--- src/inc/ssc_pkg.sv ---
package ssc_pkg;

	// Power and management states, Gray coded along run -> grant -> sleep.
	typedef enum logic [2:0] {
		SSC_RUN   = 3'b000,
		SSC_GRANT = 3'b001,
		SSC_SLEEP = 3'b011,
		SSC_SAVE  = 3'b010,
		SSC_ACK   = 3'b110,
		SSC_SMM   = 3'b111,
		SSC_TRIST = 3'b101
	} ssc_state_e;

	// Bus special-transaction requests issued by the block.
	typedef struct packed {
		logic grant_ack;
		logic smi_ack;
	} ssc_bus_req_s;

	// Clock gate enables, one per unit group.
	typedef struct packed {
		logic core_en;
		logic bus_en;
		logic apic_en;
	} ssc_clk_en_s;

	localparam int         SSC_SYNC_DEPTH = 3;
	localparam logic [3:0] SSC_SAVE_CYCLES = 4'h4;
	localparam logic [3:0] SSC_CNT_ZERO    = 4'h0;
	localparam logic [3:0] SSC_CNT_ONE     = 4'h1;

endpackage

--- src/ssc_sleep_smi_ctrl.sv ---
`timescale 1ns/1ns

// Overview of operation
// - Halt-clocks request enters Stop-Grant, sends acknowledge, stops core clocks only.
// - Sleep request taken only in Stop-Grant; chipset must only assert it there.
// - Sleep gates every unit clock including bus; only the PLL keeps running.
// - Asleep, no snoops answered and no interrupts accepted.
// - Asleep, only reset assertion or sleep release are acted upon.
// - Sleep release returns to Stop-Grant and restarts bus and apic clocks; core clocks stay stopped.
// - Management interrupt input is synchronised before use.
// - Accepted management interrupt saves state and enters management mode.
// - Management mode issues acknowledge transaction, then starts handler.
module ssc_sleep_smi_ctrl
	import ssc_pkg::*;
#(
	parameter logic [3:0] SAVE_CYCLES = SSC_SAVE_CYCLES
) (
	// Clock and reset.
	input  wire logic         sys_clk,
	input  wire logic         rstn,
	// Sideband pins from chipset, asynchronous.
	input  wire logic         halt_clocks_request_n,
	input  wire logic         sleep_request_n,
	input  wire logic         sys_mgmt_irq_n,
	// Core requests and handshakes.
	input  wire logic         snoop_req,
	input  wire logic         intr_req,
	input  wire logic         bus_req_ready,
	input  wire logic         handler_done,
	// Bus transaction requests.
	output ssc_bus_req_s      bus_req,
	// Clock gates and status.
	output ssc_clk_en_s       clk_en,
	output logic              snoop_accept,
	output logic              intr_accept,
	output logic              state_save,
	output logic              handler_start,
	output logic              sys_mgmt_mode,
	output logic              outputs_tristate
);

	logic [SSC_SYNC_DEPTH-1:0] halt_sync_q;
	logic [SSC_SYNC_DEPTH-1:0] sleep_sync_q;
	logic [SSC_SYNC_DEPTH-1:0] smi_sync_q;
	logic                      halt_q;
	logic                      sleep_q;
	logic                      smi_q;
	logic                      smi_prev_q;
	logic                      rst_prev_q;
	logic                      tristate_q;
	logic [3:0]                save_cnt_q;
	logic                      grant_ack_q;
	logic                      grant_sent_q;
	logic                      smi_ack_q;
	ssc_state_e                state_q;
	ssc_state_e                state_d;
	logic                      smi_edge;

	// Sync three stages, free-running through reset so that a level held
	// across reset release is already filtered at the first active edge.
	// halt, sleep and smi synchronisers.
	always_ff @(posedge sys_clk) begin
		halt_sync_q  <= {halt_sync_q[SSC_SYNC_DEPTH-2:0], ~halt_clocks_request_n};
		sleep_sync_q <= {sleep_sync_q[SSC_SYNC_DEPTH-2:0], ~sleep_request_n};
		smi_sync_q   <= {smi_sync_q[SSC_SYNC_DEPTH-2:0], ~sys_mgmt_irq_n};
	end

	// A level counts only once the second and third stages agree.
	always_ff @(posedge sys_clk) begin
		if (!rstn) begin
			halt_q  <= 1'b0;
			sleep_q <= 1'b0;
			smi_q   <= 1'b0;
		end else begin
			if (halt_sync_q[SSC_SYNC_DEPTH-2] == halt_sync_q[SSC_SYNC_DEPTH-1])
				halt_q <= halt_sync_q[SSC_SYNC_DEPTH-1];
			if (sleep_sync_q[SSC_SYNC_DEPTH-2] == sleep_sync_q[SSC_SYNC_DEPTH-1])
				sleep_q <= sleep_sync_q[SSC_SYNC_DEPTH-1];
			if (smi_sync_q[SSC_SYNC_DEPTH-2] == smi_sync_q[SSC_SYNC_DEPTH-1])
				smi_q <= smi_sync_q[SSC_SYNC_DEPTH-1];
		end
	end

	always_ff @(posedge sys_clk) begin
		if (!rstn)
			smi_prev_q <= 1'b0;
		else
			smi_prev_q <= smi_q;
	end

	assign smi_edge = smi_q & ~smi_prev_q;

	// The strap reads the second and third sync stages, so the pin must be low for two edges before
	// release; a shorter glitch around release is ignored.
	// strap at reset release.
	always_ff @(posedge sys_clk) begin
		rst_prev_q <= rstn;
		if (!rstn)
			tristate_q <= 1'b0;
		else if (!rst_prev_q && smi_sync_q[SSC_SYNC_DEPTH-2]
			&& smi_sync_q[SSC_SYNC_DEPTH-1])
			tristate_q <= 1'b1;
	end

	always_comb begin
		state_d = state_q;
		case (state_q)
			SSC_RUN: begin
				if (tristate_q)
					state_d = SSC_TRIST;
				else if (smi_edge)
					state_d = SSC_SAVE;
				else if (halt_q)
					state_d = SSC_GRANT;
			end
			SSC_GRANT: begin
				if (sleep_q)
					state_d = SSC_SLEEP;
				else if (!halt_q)
					state_d = SSC_RUN;
			end
			SSC_SLEEP: begin
				if (!sleep_q)
					state_d = SSC_GRANT;
			end
			SSC_SAVE: begin
				if (save_cnt_q == SSC_CNT_ONE)
					state_d = SSC_ACK;
			end
			SSC_ACK: begin
				if (bus_req_ready)
					state_d = SSC_SMM;
			end
			SSC_SMM: begin
				if (handler_done)
					state_d = SSC_RUN;
			end
			SSC_TRIST: state_d = SSC_TRIST;
			default:   state_d = SSC_RUN;
		endcase
	end

	always_ff @(posedge sys_clk) begin
		if (!rstn)
			state_q <= SSC_RUN;
		else
			state_q <= state_d;
	end

	always_ff @(posedge sys_clk) begin
		if (!rstn)
			save_cnt_q <= SSC_CNT_ZERO;
		else if (state_q == SSC_RUN && state_d == SSC_SAVE)
			save_cnt_q <= SAVE_CYCLES;
		else if (save_cnt_q != SSC_CNT_ZERO)
			save_cnt_q <= save_cnt_q - SSC_CNT_ONE;
	end

	always_ff @(posedge sys_clk) begin
		if (!rstn) begin
			grant_ack_q  <= 1'b0;
			grant_sent_q <= 1'b0;
		end else begin
			if (state_q != SSC_GRANT && state_q != SSC_SLEEP)
				grant_sent_q <= 1'b0;
			else if (grant_ack_q && bus_req_ready)
				grant_sent_q <= 1'b1;
			grant_ack_q <= (state_q == SSC_GRANT) && !grant_sent_q
				&& !(grant_ack_q && bus_req_ready);
		end
	end

	always_ff @(posedge sys_clk) begin
		if (!rstn)
			smi_ack_q <= 1'b0;
		else
			smi_ack_q <= (state_d == SSC_ACK);
	end

	assign bus_req.grant_ack = grant_ack_q;
	assign bus_req.smi_ack   = smi_ack_q;

	assign clk_en.core_en = !(state_q == SSC_GRANT || state_q == SSC_SLEEP
		|| state_q == SSC_TRIST);
	assign clk_en.bus_en  = !(state_q == SSC_SLEEP || state_q == SSC_TRIST);
	assign clk_en.apic_en = !(state_q == SSC_SLEEP || state_q == SSC_TRIST);

	assign snoop_accept = snoop_req && state_q != SSC_SLEEP && state_q != SSC_TRIST;
	assign intr_accept  = intr_req && state_q != SSC_SLEEP && state_q != SSC_TRIST
		&& state_q != SSC_SAVE && state_q != SSC_ACK && state_q != SSC_SMM;

	assign state_save       = (state_q == SSC_SAVE);
	assign sys_mgmt_mode    = (state_q == SSC_ACK || state_q == SSC_SMM);
	assign handler_start    = (state_q == SSC_ACK) && bus_req_ready;
	assign outputs_tristate = (state_q == SSC_TRIST);
endmodule

--- config.mk ---
export PLATFORM = sky130hd
export DESIGN_NAME = ssc_sleep_smi_ctrl
export DESIGN_NICKNAME = d
export VERILOG_FILES = /design/src/inc/ssc_pkg.sv /design/src/ssc_sleep_smi_ctrl.sv
export SDC_FILE = /design/constraint.sdc
export NUM_CORES = 1
export LEC_CHECK = 0
export ABC_AREA = 0
export BUFFER_PORTS_ARGS = -buffer_cell sky130_fd_sc_hd__buf_2
export CAP_MARGIN = 20
export CORE_MARGIN = 8
export CORE_UTILIZATION = 55
export CTS_BUF_LIST = sky130_fd_sc_hd__clkbuf_8
export CTS_CLUSTER_SIZE = 24
export DETAILED_ROUTE_END_ITERATION = 10
export GPL_TIMING_DRIVEN = 0
export PLACE_DENSITY = 0.8
export SYNTH_ARGS = -nofsm -noshare
export SYNTH_HDL_FRONTEND = slang
export SYNTH_SLANG_ARGS = --single-unit
--- constraint.sdc ---
create_clock -name sys_clk -period 1.6 [get_ports sys_clk]
set_input_delay 0.16 -clock sys_clk [delete_from_list [all_inputs] [get_ports sys_clk]]
set_output_delay 0.16 -clock sys_clk [all_outputs]
set_load 0.02 [all_outputs]
[Yosys cells after proc, flatten, opt, wreduce, memory -nomap -nowiden]
Index checks and enable logic that the tools add are counted.
Cells by class
  add/subtract/negate cells: 1
  eq/ne operators: 18
  multiplexer cells: 12
  bitwise operators: 6
  reductions and logical operators: 29
Operator list (number)
  3-bit 2-to-1 mux: 11
  3-bit case mux with 7 select lines: 1
  1-bit logical AND: 15
  3-bit == test, second input constant: 4
  3-bit by 2-bit == test with 1-bit output, second input constant: 3
  3-bit != test, second input constant: 3
  3-bit by 2-bit != test with 1-bit output, second input constant: 2
  1-bit logical NOT: 5
  1-bit NOT: 5
  4-bit by 1-bit == test with 1-bit output, second input constant: 1
  1-bit logical OR: 4
  4-bit nonzero test: 1
  2-bit OR reduction: 2
  4-bit by 1-bit subtractor with 4-bit output, second input constant: 1
  1-bit == test: 3
  3-bit by 1-bit == test with 1-bit output, second input constant: 1
  3-bit logical NOT: 1
  3-bit by 1-bit != test with 1-bit output, second input constant: 1
  2-bit nonzero test: 1
  1-bit AND: 1
Storage, ports and cells
  register bits: 25
  input bits: 9
  output and inout bits: 11
  logic and storage cells: 81

[Depth between registers and ports, before layout]
  depth after elaboration: 8
  gate-level depth with buffers: 5

[Least setup slack after synthesis]
OpenSTA, ideal clock, no wires.
  path type: register to output
  from: reg state_q[2]
  to: out handler_start
  arrival time: 1.139 ns
  required time: 1.440 ns
  setup slack: 0.301 ns
  cell stages (with the launch flop): 4
  path through: dfxtp_1 > buf_2 > nand2_1 > nor3b_1
On the way
  word-level cells in the longest chain between the ends: 2
RTL lines
  start: declaration: RTL line ssc_sleep_smi_ctrl.sv:55  | ssc_state_e state_q;
  start signal: assignment: RTL line ssc_sleep_smi_ctrl.sv:147  | state_q <= state_d;
  3-bit == test: RTL line ssc_sleep_smi_ctrl.sv:194  | assign handler_start = (state_q == SSC_ACK) && bus_req_ready;
  1-bit logical AND: RTL line ssc_sleep_smi_ctrl.sv:194
  end: declaration: RTL line ssc_sleep_smi_ctrl.sv:37  | output logic handler_start,
Every way passes these cells.

[Worst setup path after layout]
  from: reg state_q[2]
  to: out snoop_accept
On the way
  word-level cells in the longest chain between the ends: 3
  elaborated cells between the ends (all ways): 4
RTL lines
  3-bit by 2-bit != test with 1-bit output: RTL line ssc_sleep_smi_ctrl.sv:188  | assign snoop_accept = snoop_req && state_q != SSC_SLEEP && state_q != SSC_TRIST;
  1-bit logical AND: RTL line ssc_sleep_smi_ctrl.sv:188
  1-bit logical AND *: RTL line ssc_sleep_smi_ctrl.sv:188
  end: declaration: RTL line ssc_sleep_smi_ctrl.sv:34  | output logic snoop_accept,
Every way passes the cells marked *; elsewhere a longest branch is shown, timed or not.

==> key figures <==
Placement
  • Pre-CTS setup slack: 325 ps
  • GP Congestion: between 0.7 and 0.8
  • HPWL Detailed: 1390 um
  • IO Port Bufs: 19
  • Dpl cell area: between 1000 and 1500 um^2

Detailed routing
  • DRC viols: 0
  • Final antenna-violating net count: 0
  • Routed wire length: 1860 um
  • DR vias: ~750
  • Vias per inst: around 5.2
  • DR pass1 iterations: 4
  • Routed WL per cell: 12.8 um
  • Detailed Route Iter0 Violations: 10

Min path
  • Hold Crit Depth: 2
  • Worst min path class: primary input to flip-flop
  • Hold EP: sleep_sync_q[0]
  • Worst min-delay path startpoint: sleep_request_n

Clock tree
  • H-tree Lvls: 1
  • CTS clk-pin slew, worst paths: roughly 80 ps
  • TritonCTS clock tree: done
  • Post-CTS setup buffers: 0
  • Clock sink count: 25
  • Post-cts sizing count: 0
  • Latest clock arrival within the worst-skew pair: approximately 270 ps
  • Clk root buf: clkbuf_8
  • Num CTS Buffers: 3
  • Cts hold-fix bufs: 0
  • Clk buf depth: 2

Worst setup path
  • Worst r2r src: smi_q
  • Crit Path Max Fanout: 10
  • Worst reg-to-reg setup slack: between 300 and 400 ps
  • Startpoint types: flip-flop
  • CP Data Arrival Time: 1330 ps
  • Slowest CP cell: dfxtp_2
  • Worst R2R End: smi_ack_q
  • Critical path class: flip-flop to output pin
  • Worst R2R Path Depth: 4
  • CP Capture Type: output pin
  • Worst path max stage delay: 350 ps
  • Worst Path Required: roughly 1400 ps
  • Worst path cell trace: buf_4 -> xor2_1 -> nand2_1 -> and2_1 -> buf_2

Pwr
  • Power Dens Cells: roughly 1600 nW/um^2
  • Sequential Power Share: roughly 45%
  • Comb power frac: approximately a third
  • Clock share of power: between 20 and 25%
  • Switching share of power: between 30% and 40%
  • Total Power: around 0.0018 W
  • IR drop worst, VDD: approximately 0.00076 V
  • Lkg Pwr: around 0.52 nW
  • NetSw: around 0.0006 W
  • Int Power: between 0.001 and 0.0015 W

Logic synthesis
  • Post-Synth Simple-Gate Area: slightly above 20%
  • Syn nets: between 100 and 150
  • Main combinational cell family by area after synthesis: simple AND/OR/NAND/NOR gates
  • Register area share after synthesis: between 50% and 60%
  • Post-synthesis mux area share: between 1 and 1.5%
  • Avg Cell Area, Syn: between 9 and 10 um^2
  • Ys flop type: dfxtp_1
  • Synth async-reset ratio: 0%
  • Post-synth cell types: 31
  • Compound-cell area share of the yosys netlist: 13.7%
  • Synth Area in Adders: about 2.6%
  • Cell Area, Synth: about 960 um^2
  • Ys Warns: 0
  • Syn Inst Count: 105
  • XOR/XNOR Fraction of Synth Area: around 1.8%
  • Post-synthesis register bit count: 25
  • EDFF count, synth: 0

Global route
  • Pin count of the biggest net entering global routing: 14
  • Vias in the first global route: between 700 and 800
  • Overflow after GRT: 0
  • Initial antenna violation count: 0
  • First-pass GRT wire length: 3270 um
  • Tot GR Track Use: about an eighth

Layout
  • Final nets: 140
  • Share of cells above drive strength 1: between 20% and 30%
  • Fill count: roughly 160
  • Antenna diode count: 0
  • Area Growth Syn to Fin: 17.5%
  • Design area: 1130 um^2

Floorplanning
  • Row cnt: 15
  • Die height: 57.8 um
  • Die area: between 3000 and 4000 um^2
  • Boundary Pins: 20
  • Die W: roughly 58 um
  • Initial Util: approximately 57%
  • Core footprint: between 1500 and 2000 um^2

Timing
  • Hold Violations, Final: 0
  • Period utilization: 93.1%
  • Final Max Tran Viols: 0
  • Fmax: between 600 and 700 MHz
  • Skew final: about 2.5 ps
  • Final Hold Slack: between 20 and 30 ps
  • Slew HR: 77.5%
  • Setup TNS Final: 0 ps
  • RSZ-0062 raised after global routing: false
  • Worst slew pin tran: approximately 330 ps
  • Setup violators final: 0
  • Post-route setup slack: 110 ps
  • Minimum clock period after layout: between 1000 and 1500 ps

Status
  • Status: completed

Flow run
  • Max-Cap Viols: 0
-- placed cells by master (no fill, tap or decap), types with 2 or more instances in the layout --
cell	n
a21oi_1	7
and2_1	3
and3_1	2
buf_2	19
buf_4	5
clkbuf_8	3
dfxtp_1	24
ha_1	2
inv_1	11
nand2_1	11
nand2b_1	2
nor2_1	10
nor3_1	2
nor3b_1	3
o21ai_0	4
o21ai_1	2
-- routing by layer --
metal	vias up	part of all wire, %	track usage [%]
met1	345	44	12.9
met5	-	0	0
met3	5	3.7	3.97
met2	9	50	21.7
met4	0	2.0	6.29
li1	395	-	-
-- Yosys cell counts (2+ instances only) --
| library cell | number | area, um^2 |
|---|---|---|
| buf_4 | 4 | 30.0 |
| nor3b_1 | 3 | 22.5 |
| o21ai_0 | 4 | 20.0 |
| ha_1 | 2 | 25.0 |
| inv_1 | 10 | 37.5 |
| buf_2 | 2 | 10.0 |
| and3_1 | 2 | 12.5 |
| nor2_1 | 10 | 37.5 |
| a21oi_1 | 7 | 35.0 |
| nand2b_1 | 2 | 12.5 |
| o21ai_1 | 2 | 10.0 |
| dfxtp_1 | 25 | 500 |
| nor3_1 | 2 | 10.0 |
| nand2_1 | 11 | 41.3 |
| and2_1 | 3 | 18.8 |
-- worst max path at each step --
stage / from / end / slack [ps] / cells after the start
final: state_q[2] / snoop_accept / 110 / 5
after global routing: state_q[2] / snoop_accept / 8 / 5
after CTS: state_q[2] / snoop_accept / 10 / 5
after floorplan: state_q[2] / handler_start / 300 / 3
after global placement: state_q[2] / snoop_accept / 330 / 5
after detailed placement: state_q[2] / snoop_accept / 330 / 5
-- per-stage QoR --
step                util, %  std cells
global route           66.7        145
finish                 66.7        145
floorplan                 -        105
CTS                    66.4        145
global placement       63.7        141
detailed placement     63.7        141
-- cells by family (layout without fill, tap and decap cells) --
kind of cell | Yosys count | after routing
flip-flops | 25 | 25
adder cells (fa/ha/maj) | 2 | 2
AO/OA/AOI/OAI | 21 | 21
AND/OR/NAND/NOR | 38 | 38
buffers and inverters | 16 | 39
multiplexers | 1 | 1
XOR/XNOR | 2 | 2
-- area by class of cell --
| class | count | area, um^2 | area share (%) |
|---|---|---|---|
| plain buffers | 6 | 45.0 | 4.00 |
| clock inverters | 1 | 3.75 | 0.333 |
| clock buffers | 3 | 41.3 | 3.66 |
| flip-flops and latches | 25 | 502 | 44.5 |
| multi-input cells | 64 | 382 | 33.9 |
| repair buffers | 19 | 95.1 | 8.44 |
| inverters | 10 | 37.5 | 3.33 |
| well taps | 17 | 21.3 | 1.89 |
-- state kept, by name, indices dropped and copies added (netlist names) --
name	cells
grant_ack_q	1
grant_sent_q	1
halt_q	1
halt_sync_q	3
rst_prev_q	1
save_cnt_q	4
sleep_q	1
sleep_sync_q	3
smi_ack_q	1
smi_prev_q	1
smi_q	1
smi_sync_q	3
state_q	3
tristate_q	1
-- worst max-delay path, delay by kind of cell (launching register included) --
| kind | cells | cell delay, ps |
|---|---|---|
| flops | 1 | 350 |
| buf+inv | 2 | 310 |
| simple gates | 2 | 250 |
| xor+xnor | 1 | 140 |
-- power groups by stage --
stage                     registers (W)  logic, W  clock network, W
after floorplan                0.000781  0.000477                 0
after global placement         0.000795  0.000585                 0
after detailed placement       0.000801  0.000604                 0
after CTS                      0.000786  0.000607          0.000373
after global routing           0.000805  0.000696          0.000389
final                          0.000789  0.000614          0.000359
Power figures use the tool's default switching activity.
